File: src/logic/mix_pkg.sv
// Package of opcodes, widths and reset values for the instruction tail executor.
package mix_pkg;
  // ****************************************
  // Widths
  // ****************************************
  localparam int DATA_W = 8;    // Data byte width.
  localparam int ADDR_W = 8;    // Data memory address width.
  localparam int PADDR_W = 12;  // Program memory address width.
  localparam int PWORD_W = 16;  // Program word width.
  // ****************************************
  // Reset values
  // ****************************************
  localparam logic [7:0] ACC_RST = 8'h00;  // Accumulator after reset.
  localparam logic [7:0] TBH_RST = 8'h00;  // Table high latch after reset.

  // Operation selector, one-hot.
  typedef enum logic [9:0] {
    MIX_OP_NONE    = 10'h001,
    MIX_OP_SWAPM   = 10'h002,
    MIX_OP_SWAPACC = 10'h004,
    MIX_OP_SKZ     = 10'h008,
    MIX_OP_SKZCPY  = 10'h010,
    MIX_OP_SKBIT   = 10'h020,
    MIX_OP_TBRCUR  = 10'h040,
    MIX_OP_TBRLAST = 10'h080,
    MIX_OP_XORACC  = 10'h100,
    MIX_OP_XORMEM  = 10'h200
  } mix_op_t;
endpackage

File: src/logic/mix_mem_if.sv
// Interface that carries the memory access group between the executor and its port stage.
`timescale 1ns/1ps
`default_nettype none
interface mix_mem_if;
  logic       wr_en;    // Data memory write strobe.
  logic [7:0] wr_addr;  // Data memory write address.
  logic [7:0] wr_data;  // Data memory write data.
  modport src (output wr_en, output wr_addr, output wr_data);
  modport dst (input wr_en, input wr_addr, input wr_data);
endinterface
`default_nettype wire

File: src/logic/mix_exec.sv
// Executor for nibble exchange, zero skips, table reads and exclusive-OR instructions.
// How it works
// (RQ1) Memory nibble exchange writes back, flags kept.
// (RQ2) Accumulator gets swapped nibbles, memory kept.
// (RQ3) Skip next instruction when byte is zero.
// (RQ4) Taken skip adds one dummy cycle.
// (RQ5) Copy byte to accumulator, skip if zero.
// (RQ6) Skip when selected bit is zero.
// (RQ7) Table read: low to memory, high latched.
// (RQ8) Without high pointer use low pointer only.
// (RQ9) Last-page read uses low pointer only.
// (RQ10) XOR into accumulator, zero flag only.
// (RQ11) XOR written back to memory byte.
// (RQ12) XOR immediate into accumulator.
// (RQ13) Zero flag set when result zero.
`timescale 1ns/1ps
`default_nettype none
module mix_exec
  import mix_pkg::*;
#(
  parameter bit HAS_TABLE_POINTER_HIGH = 1'b1  // Variant has a high table pointer.
)
(
  input  wire logic                        ref_clk,
  input  wire logic                        sys_rst,
  input  wire logic                        op_valid,
  input  wire mix_pkg::mix_op_t            op_sel,
  input  wire logic                        op_imm_sel,
  input  wire logic [mix_pkg::ADDR_W-1:0]  op_addr,
  input  wire logic [2:0]                  op_bit,
  input  wire logic [7:0]                  op_imm,
  input  wire logic [7:0]                  dm_rdata,
  input  wire logic [7:0]                  table_pointer_low,
  input  wire logic [7:0]                  table_pointer_high,
  input  wire logic [mix_pkg::PWORD_W-1:0] pm_rdata,
  input  wire logic                        pm_rvalid,
  output var  logic                        busy,
  output var  logic                        skip_dummy,
  output var  logic                        done,
  output var  logic [7:0]                  acc,
  output var  logic                        zero_flag,
  output var  logic [7:0]                  table_high_byte_latch,
  output var  logic                        pm_req,
  output var  logic [mix_pkg::PADDR_W-1:0] pm_addr,
  output var  logic                        dm_we,
  output var  logic [7:0]                  dm_waddr,
  output var  logic [7:0]                  dm_wdata
);
  import mix_pkg::*;

  // ****************************************
  // State
  // ****************************************
  // Executor phases, one-hot.
  typedef enum logic [2:0] {
    MIX_ST_IDLE  = 3'b001,
    MIX_ST_TBL   = 3'b010,
    MIX_ST_DUMMY = 3'b100
  } mix_st_t;

  // All registered state of the executor.
  typedef struct packed {
    mix_st_t              st;
    logic [7:0]           acc;
    logic                 zf;
    logic [7:0]           tbh;
    logic [ADDR_W-1:0]    dst;
    logic                 pm_req;
    logic [PADDR_W-1:0]   pm_addr;
    logic                 done;
    logic                 dummy;
    logic                 busy;
  } mix_st_all_t;
  mix_st_all_t s_q;  // Registered state.
  mix_st_all_t s_d;  // Next state.

  mix_mem_if wr_if ();  // Write request toward the output stage.

  // Last program page starts where all upper address bits are one.
  localparam logic [PADDR_W-1:0] LAST_PAGE = {{(PADDR_W-8){1'b1}}, 8'h00};

  // Swaps the two nibbles of a byte.
  function automatic logic [7:0] nib_swap(input logic [7:0] v);
    return {v[3:0], v[7:4]};
  endfunction

  // ****************************************
  // Next state
  // ****************************************
  // Decodes the instruction and forms next state and write request.
  always_comb
  begin
    logic [7:0] xr;
    logic       skip;
    xr              = s_q.acc ^ (op_imm_sel ? op_imm : dm_rdata);
    skip            = 1'b0;
    s_d             = s_q;
    s_d.done        = 1'b0;
    s_d.dummy       = 1'b0;
    wr_if.wr_en     = 1'b0;
    wr_if.wr_addr   = op_addr;
    wr_if.wr_data   = 8'h00;
    case (s_q.st)
      MIX_ST_IDLE:
      begin
        if (op_valid)
        begin
          case (op_sel)
            MIX_OP_SWAPM:
            begin
              wr_if.wr_en   = 1'b1;               // [RQ1]
              wr_if.wr_data = nib_swap(dm_rdata); // [RQ1]
              s_d.done      = 1'b1;
            end
            MIX_OP_SWAPACC:
            begin
              s_d.acc  = nib_swap(dm_rdata); // [RQ2]
              s_d.done = 1'b1;
            end
            MIX_OP_SKZ:
            begin
              skip = (dm_rdata == 8'h00); // [RQ3]
            end
            MIX_OP_SKZCPY:
            begin
              s_d.acc = dm_rdata;           // [RQ5]
              skip    = (dm_rdata == 8'h00); // [RQ5]
            end
            MIX_OP_SKBIT:
            begin
              skip = ~dm_rdata[op_bit]; // [RQ6]
            end
            MIX_OP_TBRCUR:
            begin
              s_d.st      = MIX_ST_TBL;
              s_d.dst     = op_addr;
              s_d.pm_req  = 1'b1;
              // Without a high pointer the upper bits stay zero. [RQ8]
              s_d.pm_addr = HAS_TABLE_POINTER_HIGH ?
                PADDR_W'({table_pointer_high, table_pointer_low}) :
                PADDR_W'(table_pointer_low); // [RQ7]
            end
            MIX_OP_TBRLAST:
            begin
              s_d.st      = MIX_ST_TBL;
              s_d.dst     = op_addr;
              s_d.pm_req  = 1'b1;
              s_d.pm_addr = LAST_PAGE | PADDR_W'(table_pointer_low); // [RQ9]
            end
            MIX_OP_XORACC:
            begin
              s_d.acc  = xr;             // [RQ10] [RQ12]
              s_d.zf   = (xr == 8'h00);  // [RQ13]
              s_d.done = 1'b1;
            end
            MIX_OP_XORMEM:
            begin
              wr_if.wr_en   = 1'b1;          // [RQ11]
              wr_if.wr_data = xr;            // [RQ11]
              s_d.zf        = (xr == 8'h00); // [RQ13]
              s_d.done      = 1'b1;
            end
            default:
            begin
              s_d.done = 1'b1;
            end
          endcase
          // A taken skip inserts one dummy cycle before completion.
          if (skip)
          begin
            s_d.st    = MIX_ST_DUMMY; // [RQ4]
            s_d.dummy = 1'b1;         // [RQ4]
          end
          else if (op_sel == MIX_OP_SKZ || op_sel == MIX_OP_SKZCPY || op_sel == MIX_OP_SKBIT)
          begin
            s_d.done = 1'b1;
          end
        end
      end
      MIX_ST_TBL:
      begin
        // Waits for the program word, then stores both halves.
        if (pm_rvalid)
        begin
          s_d.pm_req    = 1'b0;
          wr_if.wr_en   = 1'b1;               // [RQ7] [RQ9]
          wr_if.wr_addr = s_q.dst;
          wr_if.wr_data = pm_rdata[7:0];
          s_d.tbh       = pm_rdata[15:8];     // [RQ7] [RQ9]
          s_d.st        = MIX_ST_IDLE;
          s_d.done      = 1'b1;
        end
      end
      MIX_ST_DUMMY:
      begin
        // Second cycle of a taken skip.
        s_d.st   = MIX_ST_IDLE;
        s_d.done = 1'b1;
      end
      default:
      begin
        s_d.st = MIX_ST_IDLE;
      end
    endcase
    // Busy is kept as a register so that the output comes from a flip-flop.
    s_d.busy = (s_d.st != MIX_ST_IDLE);
  end

  // Registers the whole state with a synchronous reset.
  always_ff @(posedge ref_clk)
  begin
    if (sys_rst)
    begin
      s_q         <= '0;
      s_q.st      <= MIX_ST_IDLE;
      s_q.acc     <= ACC_RST;
      s_q.tbh     <= TBH_RST;
    end
    else
    begin
      s_q <= s_d;
    end
  end

  // Write stage keeps memory outputs registered.
  mix_wr_stage u_wr (
    .ref_clk  (ref_clk),
    .sys_rst  (sys_rst),
    .wr       (wr_if.dst),
    .dm_we    (dm_we),
    .dm_waddr (dm_waddr),
    .dm_wdata (dm_wdata)
  );

  assign busy                  = s_q.busy;
  assign skip_dummy            = s_q.dummy;
  assign done                  = s_q.done;
  assign acc                   = s_q.acc;
  assign zero_flag             = s_q.zf;
  assign table_high_byte_latch = s_q.tbh;
  assign pm_req                = s_q.pm_req;
  assign pm_addr               = s_q.pm_addr;

  // ****************************************
  // Checks
  // ****************************************
  a_skip_dummy: assert property (@(posedge ref_clk) disable iff (sys_rst) // [RQ4]
    skip_dummy |=> done && !busy) else $error("Skip did not end after dummy.");
  a_zero_skip: assert property (@(posedge ref_clk) disable iff (sys_rst) // [RQ3]
    (!busy && op_valid && op_sel == MIX_OP_SKZ && dm_rdata == 8'h00) |=> skip_dummy)
    else $error("Zero byte did not skip.");
  a_bit_skip: assert property (@(posedge ref_clk) disable iff (sys_rst) // [RQ6]
    (!busy && op_valid && op_sel == MIX_OP_SKBIT && dm_rdata[op_bit]) |=> !skip_dummy && done)
    else $error("Set bit skipped.");
  a_swap_acc: assert property (@(posedge ref_clk) disable iff (sys_rst) // [RQ2]
    (!busy && op_valid && op_sel == MIX_OP_SWAPACC) |=> acc == {$past(dm_rdata[3:0]),
    $past(dm_rdata[7:4])}) else $error("Accumulator swap wrong.");
  a_swap_mem: assert property (@(posedge ref_clk) disable iff (sys_rst) // [RQ1]
    (!busy && op_valid && op_sel == MIX_OP_SWAPM) |=> dm_we &&
    dm_wdata == {$past(dm_rdata[3:0]), $past(dm_rdata[7:4])}) else $error("Memory swap.");
  a_xor_zero: assert property (@(posedge ref_clk) disable iff (sys_rst) // [RQ13]
    (!busy && op_valid && op_sel == MIX_OP_XORACC) |=> zero_flag == (acc == 8'h00))
    else $error("Zero flag wrong.");
  a_copy_acc: assert property (@(posedge ref_clk) disable iff (sys_rst) // [RQ5]
    (!busy && op_valid && op_sel == MIX_OP_SKZCPY) |=> acc == $past(dm_rdata))
    else $error("Copy to accumulator wrong.");
  a_flag_keep: assert property (@(posedge ref_clk) disable iff (sys_rst) // [RQ1]
    (!busy && op_valid && op_sel != MIX_OP_XORACC && op_sel != MIX_OP_XORMEM)
    |=> $stable(zero_flag)) else $error("Flag changed.");
  a_last_page: assert property (@(posedge ref_clk) disable iff (sys_rst) // [RQ9]
    (!busy && op_valid && op_sel == MIX_OP_TBRLAST) |=> pm_req &&
    pm_addr == (LAST_PAGE | PADDR_W'($past(table_pointer_low)))) else $error("Last page.");
  c_skip: cover property (@(posedge ref_clk) skip_dummy);
  c_table: cover property (@(posedge ref_clk) pm_req && pm_rvalid);
  c_xor_zero: cover property (@(posedge ref_clk) zero_flag);
endmodule
`default_nettype wire

File: src/logic/mix_wr_stage.sv
// Output register stage for data memory writes.
`timescale 1ns/1ps
`default_nettype none
module mix_wr_stage
  import mix_pkg::*;
(
  input  wire logic       ref_clk,
  input  wire logic       sys_rst,
  mix_mem_if.dst          wr,
  output var  logic       dm_we,
  output var  logic [7:0] dm_waddr,
  output var  logic [7:0] dm_wdata
);
  // State of this stage.
  typedef struct packed {
    logic       we;
    logic [7:0] addr;
    logic [7:0] data;
  } mix_wst_t;
  mix_wst_t s_q;  // Registered state.
  mix_wst_t s_d;  // Next state.

  // Captures the write request every cycle.
  always_comb
  begin
    s_d.we   = wr.wr_en;
    s_d.addr = wr.wr_addr;
    s_d.data = wr.wr_data;
  end

  // Registers the stage with a synchronous reset.
  always_ff @(posedge ref_clk)
  begin
    if (sys_rst)
    begin
      s_q <= '0;
    end
    else
    begin
      s_q <= s_d;
    end
  end

  assign dm_we    = s_q.we;
  assign dm_waddr = s_q.addr;
  assign dm_wdata = s_q.data;
endmodule
`default_nettype wire

File: config.mk
export PLATFORM = sky130hd
export DESIGN_NAME = mix_exec
export DESIGN_NICKNAME = d
export VERILOG_FILES = /design/src/logic/mix_pkg.sv /design/src/logic/mix_mem_if.sv /design/src/logic/mix_exec.sv /design/src/logic/mix_wr_stage.sv
export SDC_FILE = /design/constraint.sdc
export NUM_CORES = 1
export LEC_CHECK = 0
export BUFFER_PORTS_ARGS = -buffer_cell sky130_fd_sc_hd__buf_2
export CELL_PAD_IN_SITES_DETAIL_PLACEMENT = 0
export CELL_PAD_IN_SITES_GLOBAL_PLACEMENT = 1
export CORE_UTILIZATION = 34
export DETAILED_ROUTE_END_ITERATION = 7
export PLACE_DENSITY_LB_ADDON = 0.05
export SETUP_SLACK_MARGIN = 0.3
export SKIP_LAST_GASP = 1
export SYNTH_ARGS = -nofsm -noshare
export SYNTH_HDL_FRONTEND = slang
export SYNTH_SLANG_ARGS = --single-unit
export TNS_END_PERCENT = 10
File: constraint.sdc
create_clock -name ref_clk -period 3.1 [get_ports ref_clk]
set_clock_uncertainty 0.15 [all_clocks]
set_input_delay 0.62 -clock ref_clk [delete_from_list [all_inputs] [get_ports ref_clk]]
set_output_delay 0.62 -clock ref_clk [all_outputs]
set_load 0.02 [all_outputs]
==> results of run 1 <==
[area by class of cell]
type / count / share of cell area (%)
clock buffers: 11 / 3.60
clock inverters: 5 / 0.754
inverters: 8 / 0.823
multi-input cells: 248 / 40.7
flip-flops and latches: 61 / 33.5
well taps: 108 / 3.70
repair buffers: 122 / 16.9
[per-stage QoR]
step           power, W  utilization, %  cells  area, sq um  hold slack, ns
6_report        0.00156            42.0    563         3650           0.302
5_1_grt         0.00163            42.0    563         3650           0.320
4_1_cts         0.00158            42.0    563         3650           0.303
3_5_place_dp   0.000983            40.2    547         3490           0.291
3_3_place_gp   0.000982            40.2    547         3490           0.289
2_1_floorplan  0.000900               -    368         3040           0.282
[critical path: stages]
cell	delay, ns
buf_2	0.12
or3_1	0.39
or4_4	0.46
or3_1	0.64
nand2_1	0.17
a21oi_1	0.07
[kinds of logic (layout without fill, tap and decap cells)]
| logic type | Yosys count | count (layout) | synth area share [%] |
|---|---|---|---|
| flip-flops | 61 | 61 | 40.1 |
| multiplexers | 10 | 10 | 4.11 |
| XOR/XNOR | 13 | 13 | 3.74 |
| buffers and inverters | 59 | 146 | 11.1 |
| AND/OR/NAND/NOR | 139 | 139 | 21.9 |
| AO/OA/AOI/OAI | 86 | 86 | 19.1 |
[synth_stat cells (2+ instances only)]
master,instances,area [sq um]
mux2i_1,8,80.1
xnor2_1,11,96.3
nor3_1,5,25.0
a211oi_1,8,60.1
a22o_1,8,70.1
or3_1,7,43.8
o21a_1,9,67.6
nand4_1,4,25.0
a21oi_1,34,170
buf_4,28,210
nand3b_1,3,22.5
nor3_2,2,20.0
nor4_1,7,43.8
o21ai_0,2,10.0
o22ai_1,4,25.0
a22oi_1,8,60.1
inv_1,8,30.0
buf_2,3,15.0
a2111oi_0,8,70.1
clkbuf_1,17,63.8
nand2b_1,4,25.0
nand2_1,68,255
dfxtp_1,61,1220
nor2b_1,11,68.8
xor2_1,2,17.5
buf_1,2,7.51
mux4_2,2,45.0
nor2_1,22,82.6
[flip-flops by register name (all words and copies together) (netlist names)]
name                   cells
acc                        8
pm_req                     1
u_wr.dm_we                 1
table_high_byte_latch      8
skip_dummy                 1
pm_addr                   12
u_wr.dm_wdata              8
busy                       1
done                       1
s_q                       11
zero_flag                  1
u_wr.dm_waddr              8
[worst paths after layout]
path	endpoint	start	slack, ns	depth (start not counted)
setup / recovery	s_q[17]	op_sel[1]	0.65	6
hold / removal	pm_addr[1]	pm_addr[1]	0.30	2
setup reg to reg	acc[3]	s_q[41]	0.66	5
hold reg to reg	pm_addr[1]	pm_addr[1]	0.30	2
[layer usage]
metal,wire [um],up-vias
li1,-,1414
met1,4070,1257
met2,3610,84
met3,406,8
met4,108,0
met5,0,-
[power breakdown]
group | total (W) | switching (W) | leakage [nW] | internal [W]
Combinational | 0.000173 | 0.0000967 | 0.931 | 0.0000763
Sequential | 0.000792 | 0.00000173 | 0.494 | 0.000790
Clock | 0.000593 | 0.000309 | 0.0829 | 0.000285
Total | 0.00156 | 0.000407 | 1.51 | 0.00115
[placed cells by master, fill, tap and decap left out, types with 2 or more instances in the layout]
master       n
dfxtp_1     61
o21ai_0      2
a211oi_1     8
clkinv_2     4
buf_2      119
nand3b_1     3
nand2b_1     4
clkbuf_1     2
mux4_2       2
nor2b_1     11
buf_4        3
a21oi_1     34
a22oi_1      8
clkbuf_8     9
nor4_1       7
nand4_1      4
nor3_1       5
o21a_1       9
mux2i_1      8
a2111oi_0    8
or3_1        7
xor2_1       2
nand2_1     68
xnor2_1     11
a22o_1       8
nor3_2       2
nor2_1      22
inv_1        8
o22ai_1      4
==> flow_summary.ini, run 1 <==
[sta]
hold_viol = 0
setup_ws_ns = 0.653
period_minus_slack_ns = 2.45
worst_slew_pin_slew_ns = 0.706
finalSetupViolations = 0
finalSetupTns_ns = 0
period_share_pct = 79.0
rsz0062_at_grt = false
relSlewSlack_pct = 52.9
slew_viol_final = 0
fmax_mhz = 409

[clocking]
clock-root-buffer = clkbuf_8
cts_buffer_depth = 2
clk_latency_ns = 0.34
cts_hold_buf = 0
clkSinkCount = 61
cts_tree = done
cts.repair.resized = 0
htreeDepth = 3
cts_setup_buffers = 0
path_clk_slew_ns = 0.07
numCtsBuffers = 9

[final_layout]
multiInputGateArea_sq_um = 1490
antenna_cells = 0
nFillCells = 933
layout-drive-gt1-share_pct = 31.6
final_nets = 524
final-seq-area_sq_um = 1220
syn_to_final_growth_pct = 19.9

[place]
io_buffer_count = 119
dpl.hpwl_um = 5920
gp_congestion = 0.825
pre_cts_ws_ns = 0.284

[floorplanning]
die_w_um = 96.6
initial_core_util_pct = 35.1
rows = 34
io_pins = 124
fp.dieH_um = 96.6
fp.dieArea_sq_um = 9340
design.core.area_sq_um = 8680

[logic_synthesis]
synth_area_per_cell_sq_um = 8.27
synthCells = 368
ys_seq_elements = 61
netlist_area_sq_um = 3040
yosysSeqAreaShare_pct = 40.1
async_flop_share_pct = 0
ys.flop_type = dfxtp_1
synth_cell_types = 40
synth-edff-count = 0
syn-num-nets = 442
synth_warnings = 0

[route]
ant_nets = 0
wl_per_cell_um = 14.5
wl_um = 8190
vias_per_cell = 4.91
drc_errors = 0
drt_iter0_markers = 130
dr_total_vias = 2763
firstDrtPassIters = 4

[setup_path]
worstPathRequired_ns = 3.14
worstPathMaxFanout = 17
start_kind = input port
cp-end-kind = register
cp.arrival_ns = 2.49
crit_type = input port to register

[outcome]
status = finished clean

[grt]
grt_use_met2_pct = 26.6
grt_pass1_wl_um = 13400
grt_pass1_vias = 2603
use_met3_pct = 4.48
grt_max_degree = 52
busiest_layer = met2
track_usage_pct = 18.1
grt_antenna_before_repair = 0
use_met1_pct = 25.4
grt_overflow = 0

[run]
cap_viol_max_count = 0

[power]
p_per_area_nw_per_um2 = 427
ir_worst_vdd_mv = 0.195
p_leak_nw = 1.51

[min_path]
hold_class = register to register
(Power assumes the default switching activity.)
==> run 2: changes to the inputs <==
- CORE_UTILIZATION: 34 -> 31
- clock period: 3.1 -> 2.1 ns (I/O delays scaled with it)
==> run 2 against run 1 <==
First-iteration DRC count fell by 35%. Critical path depth rose by 3. Routed wire length rose by 9.2%. Design area rose by 16%. Register-to-register slack got worse by 0.46 ns. Combinational power rose by 76%. Sequential power rose by 48%. Via count rose by 6.0%. Clock-buffer cell count did not move. Largest cell class unchanged. Highest routed layer unchanged.
==> flow_summary.ini, run 2 (same netlist as run 1, synthesis figures left out) <==
[setup_path]
crit_type = input port to register
cp.buffers_inverters = 4
worstPathRequired_ns = 2.23
start_kind = input port
reg2reg_from = s_q[42]
cp.depth = 9
critPathCapture = pm_addr[11]
critPathMaxStageDelay_ns = 0.47
cp-end-kind = register
crit_chain = buf_2, or3_4, or4_4, buf_6, nor3_4, buf_12, clkbuf_16, o22ai_1, nor2_1
r2r_cells = 5
crit_start = op_sel[1]
worst_path_max_delay_cell = or4_4
rrSetupSlack_ns = 0.20
reg2reg_to = acc[5]
cp.arrival_ns = 2.16
path_delay_family = simple AND/OR/NAND/NOR gates
worstPathMaxFanout = 10

[clocking]
cts_tree = done
clkSinkCount = 61
clock-root-buffer = clkbuf_8
numCtsBuffers = 9
cts_buffer_depth = 2
htreeDepth = 3
path_clk_slew_ns = 0.08
clk_latency_ns = 0.34

[place]
dpl.hpwl_um = 6360
gp_congestion = 0.778
io_buffer_count = 119
pre_cts_ws_ns = -0.266

[route]
vias_per_cell = 4.69
firstDrtPassIters = 4
drt_iter0_markers = 84
wl_met3_um = 434
wl_per_cell_um = 14.3
wl_met1_um = 4450
ant_nets = 0
dr.max_layer_used = met4
dr_total_vias = 2929
wl_met2_um = 3960
drc_errors = 0
wl_um = 8940

[power]
pwr-share-clk_pct = 45.3
p_int_w = 0.00204
p_leak_nw = 1.77
p_sw_w = 0.000648
p_per_area_nw_per_um2 = 634
seqPwrFrac_pct = 43.4
ir_worst_vdd_mv = 0.323
total_power_w = 0.00269
swShare_pct = 24.1
comb_power_share_pct = 11.3

[final_layout]
layout-drive-gt1-share_pct = 39.7
antenna_cells = 0
final_nets = 565
utilization_pct = 45.3
layout_common_cells = 119 x buf_2, 67 x nand2_1, 61 x dfxtp_1
largest_reg_flops = 12
syn_to_final_growth_pct = 39.5
nFillCells = 1003
multiInputGateArea_sq_um = 1610
layout_commonest_cell = buf_2
final-seq-area_sq_um = 1220

[grt]
track_usage_pct = 17.9
grt_pass1_vias = 2872
grt_antenna_before_repair = 0
grt_pass1_wl_um = 14000
grt_overflow = 0
grt_max_degree = 52

[sta]
slew_viol_final = 0
fmax_mhz = 493
period_share_pct = 96.6
holdWs_ns = 0.159
setup_ws_ns = 0.0709
rsz0062_at_grt = true
finalSetupTns_ns = 0
finalSetupViolations = 0
worst_slew_pin_slew_ns = 0.578
hold_viol = 0
period_minus_slack_ns = 2.03
relSlewSlack_pct = 61.5

[floorplanning]
die_w_um = 101
rows = 35
io_pins = 124
fp.dieH_um = 101
fp.dieArea_sq_um = 10200
initial_core_util_pct = 32.5
design.core.area_sq_um = 9370

[run]
cap_viol_max_count = 0

[min_path]
hold_class = input port to register
min_from = pm_rdata[8]

[outcome]
status = finished clean
==> run 2: cell count changes in the layout (fill, tap and decap cells not counted), sizes merged <==
cell	before	now
buf	122	160
clkbuf	11	13
clkinvlp	1	3
bufinv	0	2
or3	7	8
clkinv	4	0
==> run 2: worst min path at each step <==
stage / endpoint / slack (ns) / cells past startpoint
6_report: table_high_byte_latch[0] / 0.16 / 3
5_1_grt: pm_addr[0] / 0.16 / 3
4_1_cts: table_high_byte_latch[0] / 0.14 / 3
3_5_place_dp: table_high_byte_latch[1] / 0.29 / 2
3_3_place_gp: u_wr.dm_waddr[2] / 0.29 / 2
2_1_floorplan: u_wr.dm_waddr[0] / 0.28 / 2
==> run 2: power by group through the flow <==
stage          Clock [W]  Sequential (W)  Combinational [W]
6_report         0.00122         0.00117           0.000304
2_1_floorplan          0         0.00121           0.000121
5_1_grt          0.00131         0.00117           0.000331
3_3_place_gp           0         0.00120           0.000292
4_1_cts          0.00127         0.00117           0.000300
3_5_place_dp           0         0.00120           0.000292
==> run 2: what timing repair did <==
action,4_1_cts,5_1_grt
endpoints found under the setup margin,35,37
pin swaps,2,1
cloned,1,2
resized for setup,17,9
setup buffers,0,1
hold buffers,0,0
==> run 2: worst register-to-register path: cells and delay by family, from the launching register on <==
family          cells  cell delay (ns)
compound gates      2             0.52
flops               1             0.34
simple gates        3             0.75
==> run 2: layout make-up <==
cell class | instances | share of cell area (%)
multi-input combinational | 249 | 37.8
clock inverter | 5 | 1.94
inverter | 8 | 0.707
clock buffer | 11 | 3.57
tap | 129 | 3.80
timing repair buffer | 162 | 23.4
sequential | 61 | 28.8
==> run 2: through the flow <==
step | area (sq um) | instances
after floorplan | 3050 | 368
after global placement | 3820 | 605
after detailed placement | 3820 | 605
after CTS | 4130 | 622
after global routing | 4250 | 625
final | 4250 | 625
==> run 2: routing by layer <==
metal | global-route usage [%] | up-vias
met4 | 5.69 | 0
met3 | 4.02 | 8
met2 | 28.3 | 78
li1 | - | 1506
met1 | 24.2 | 1337
met5 | 0 | -
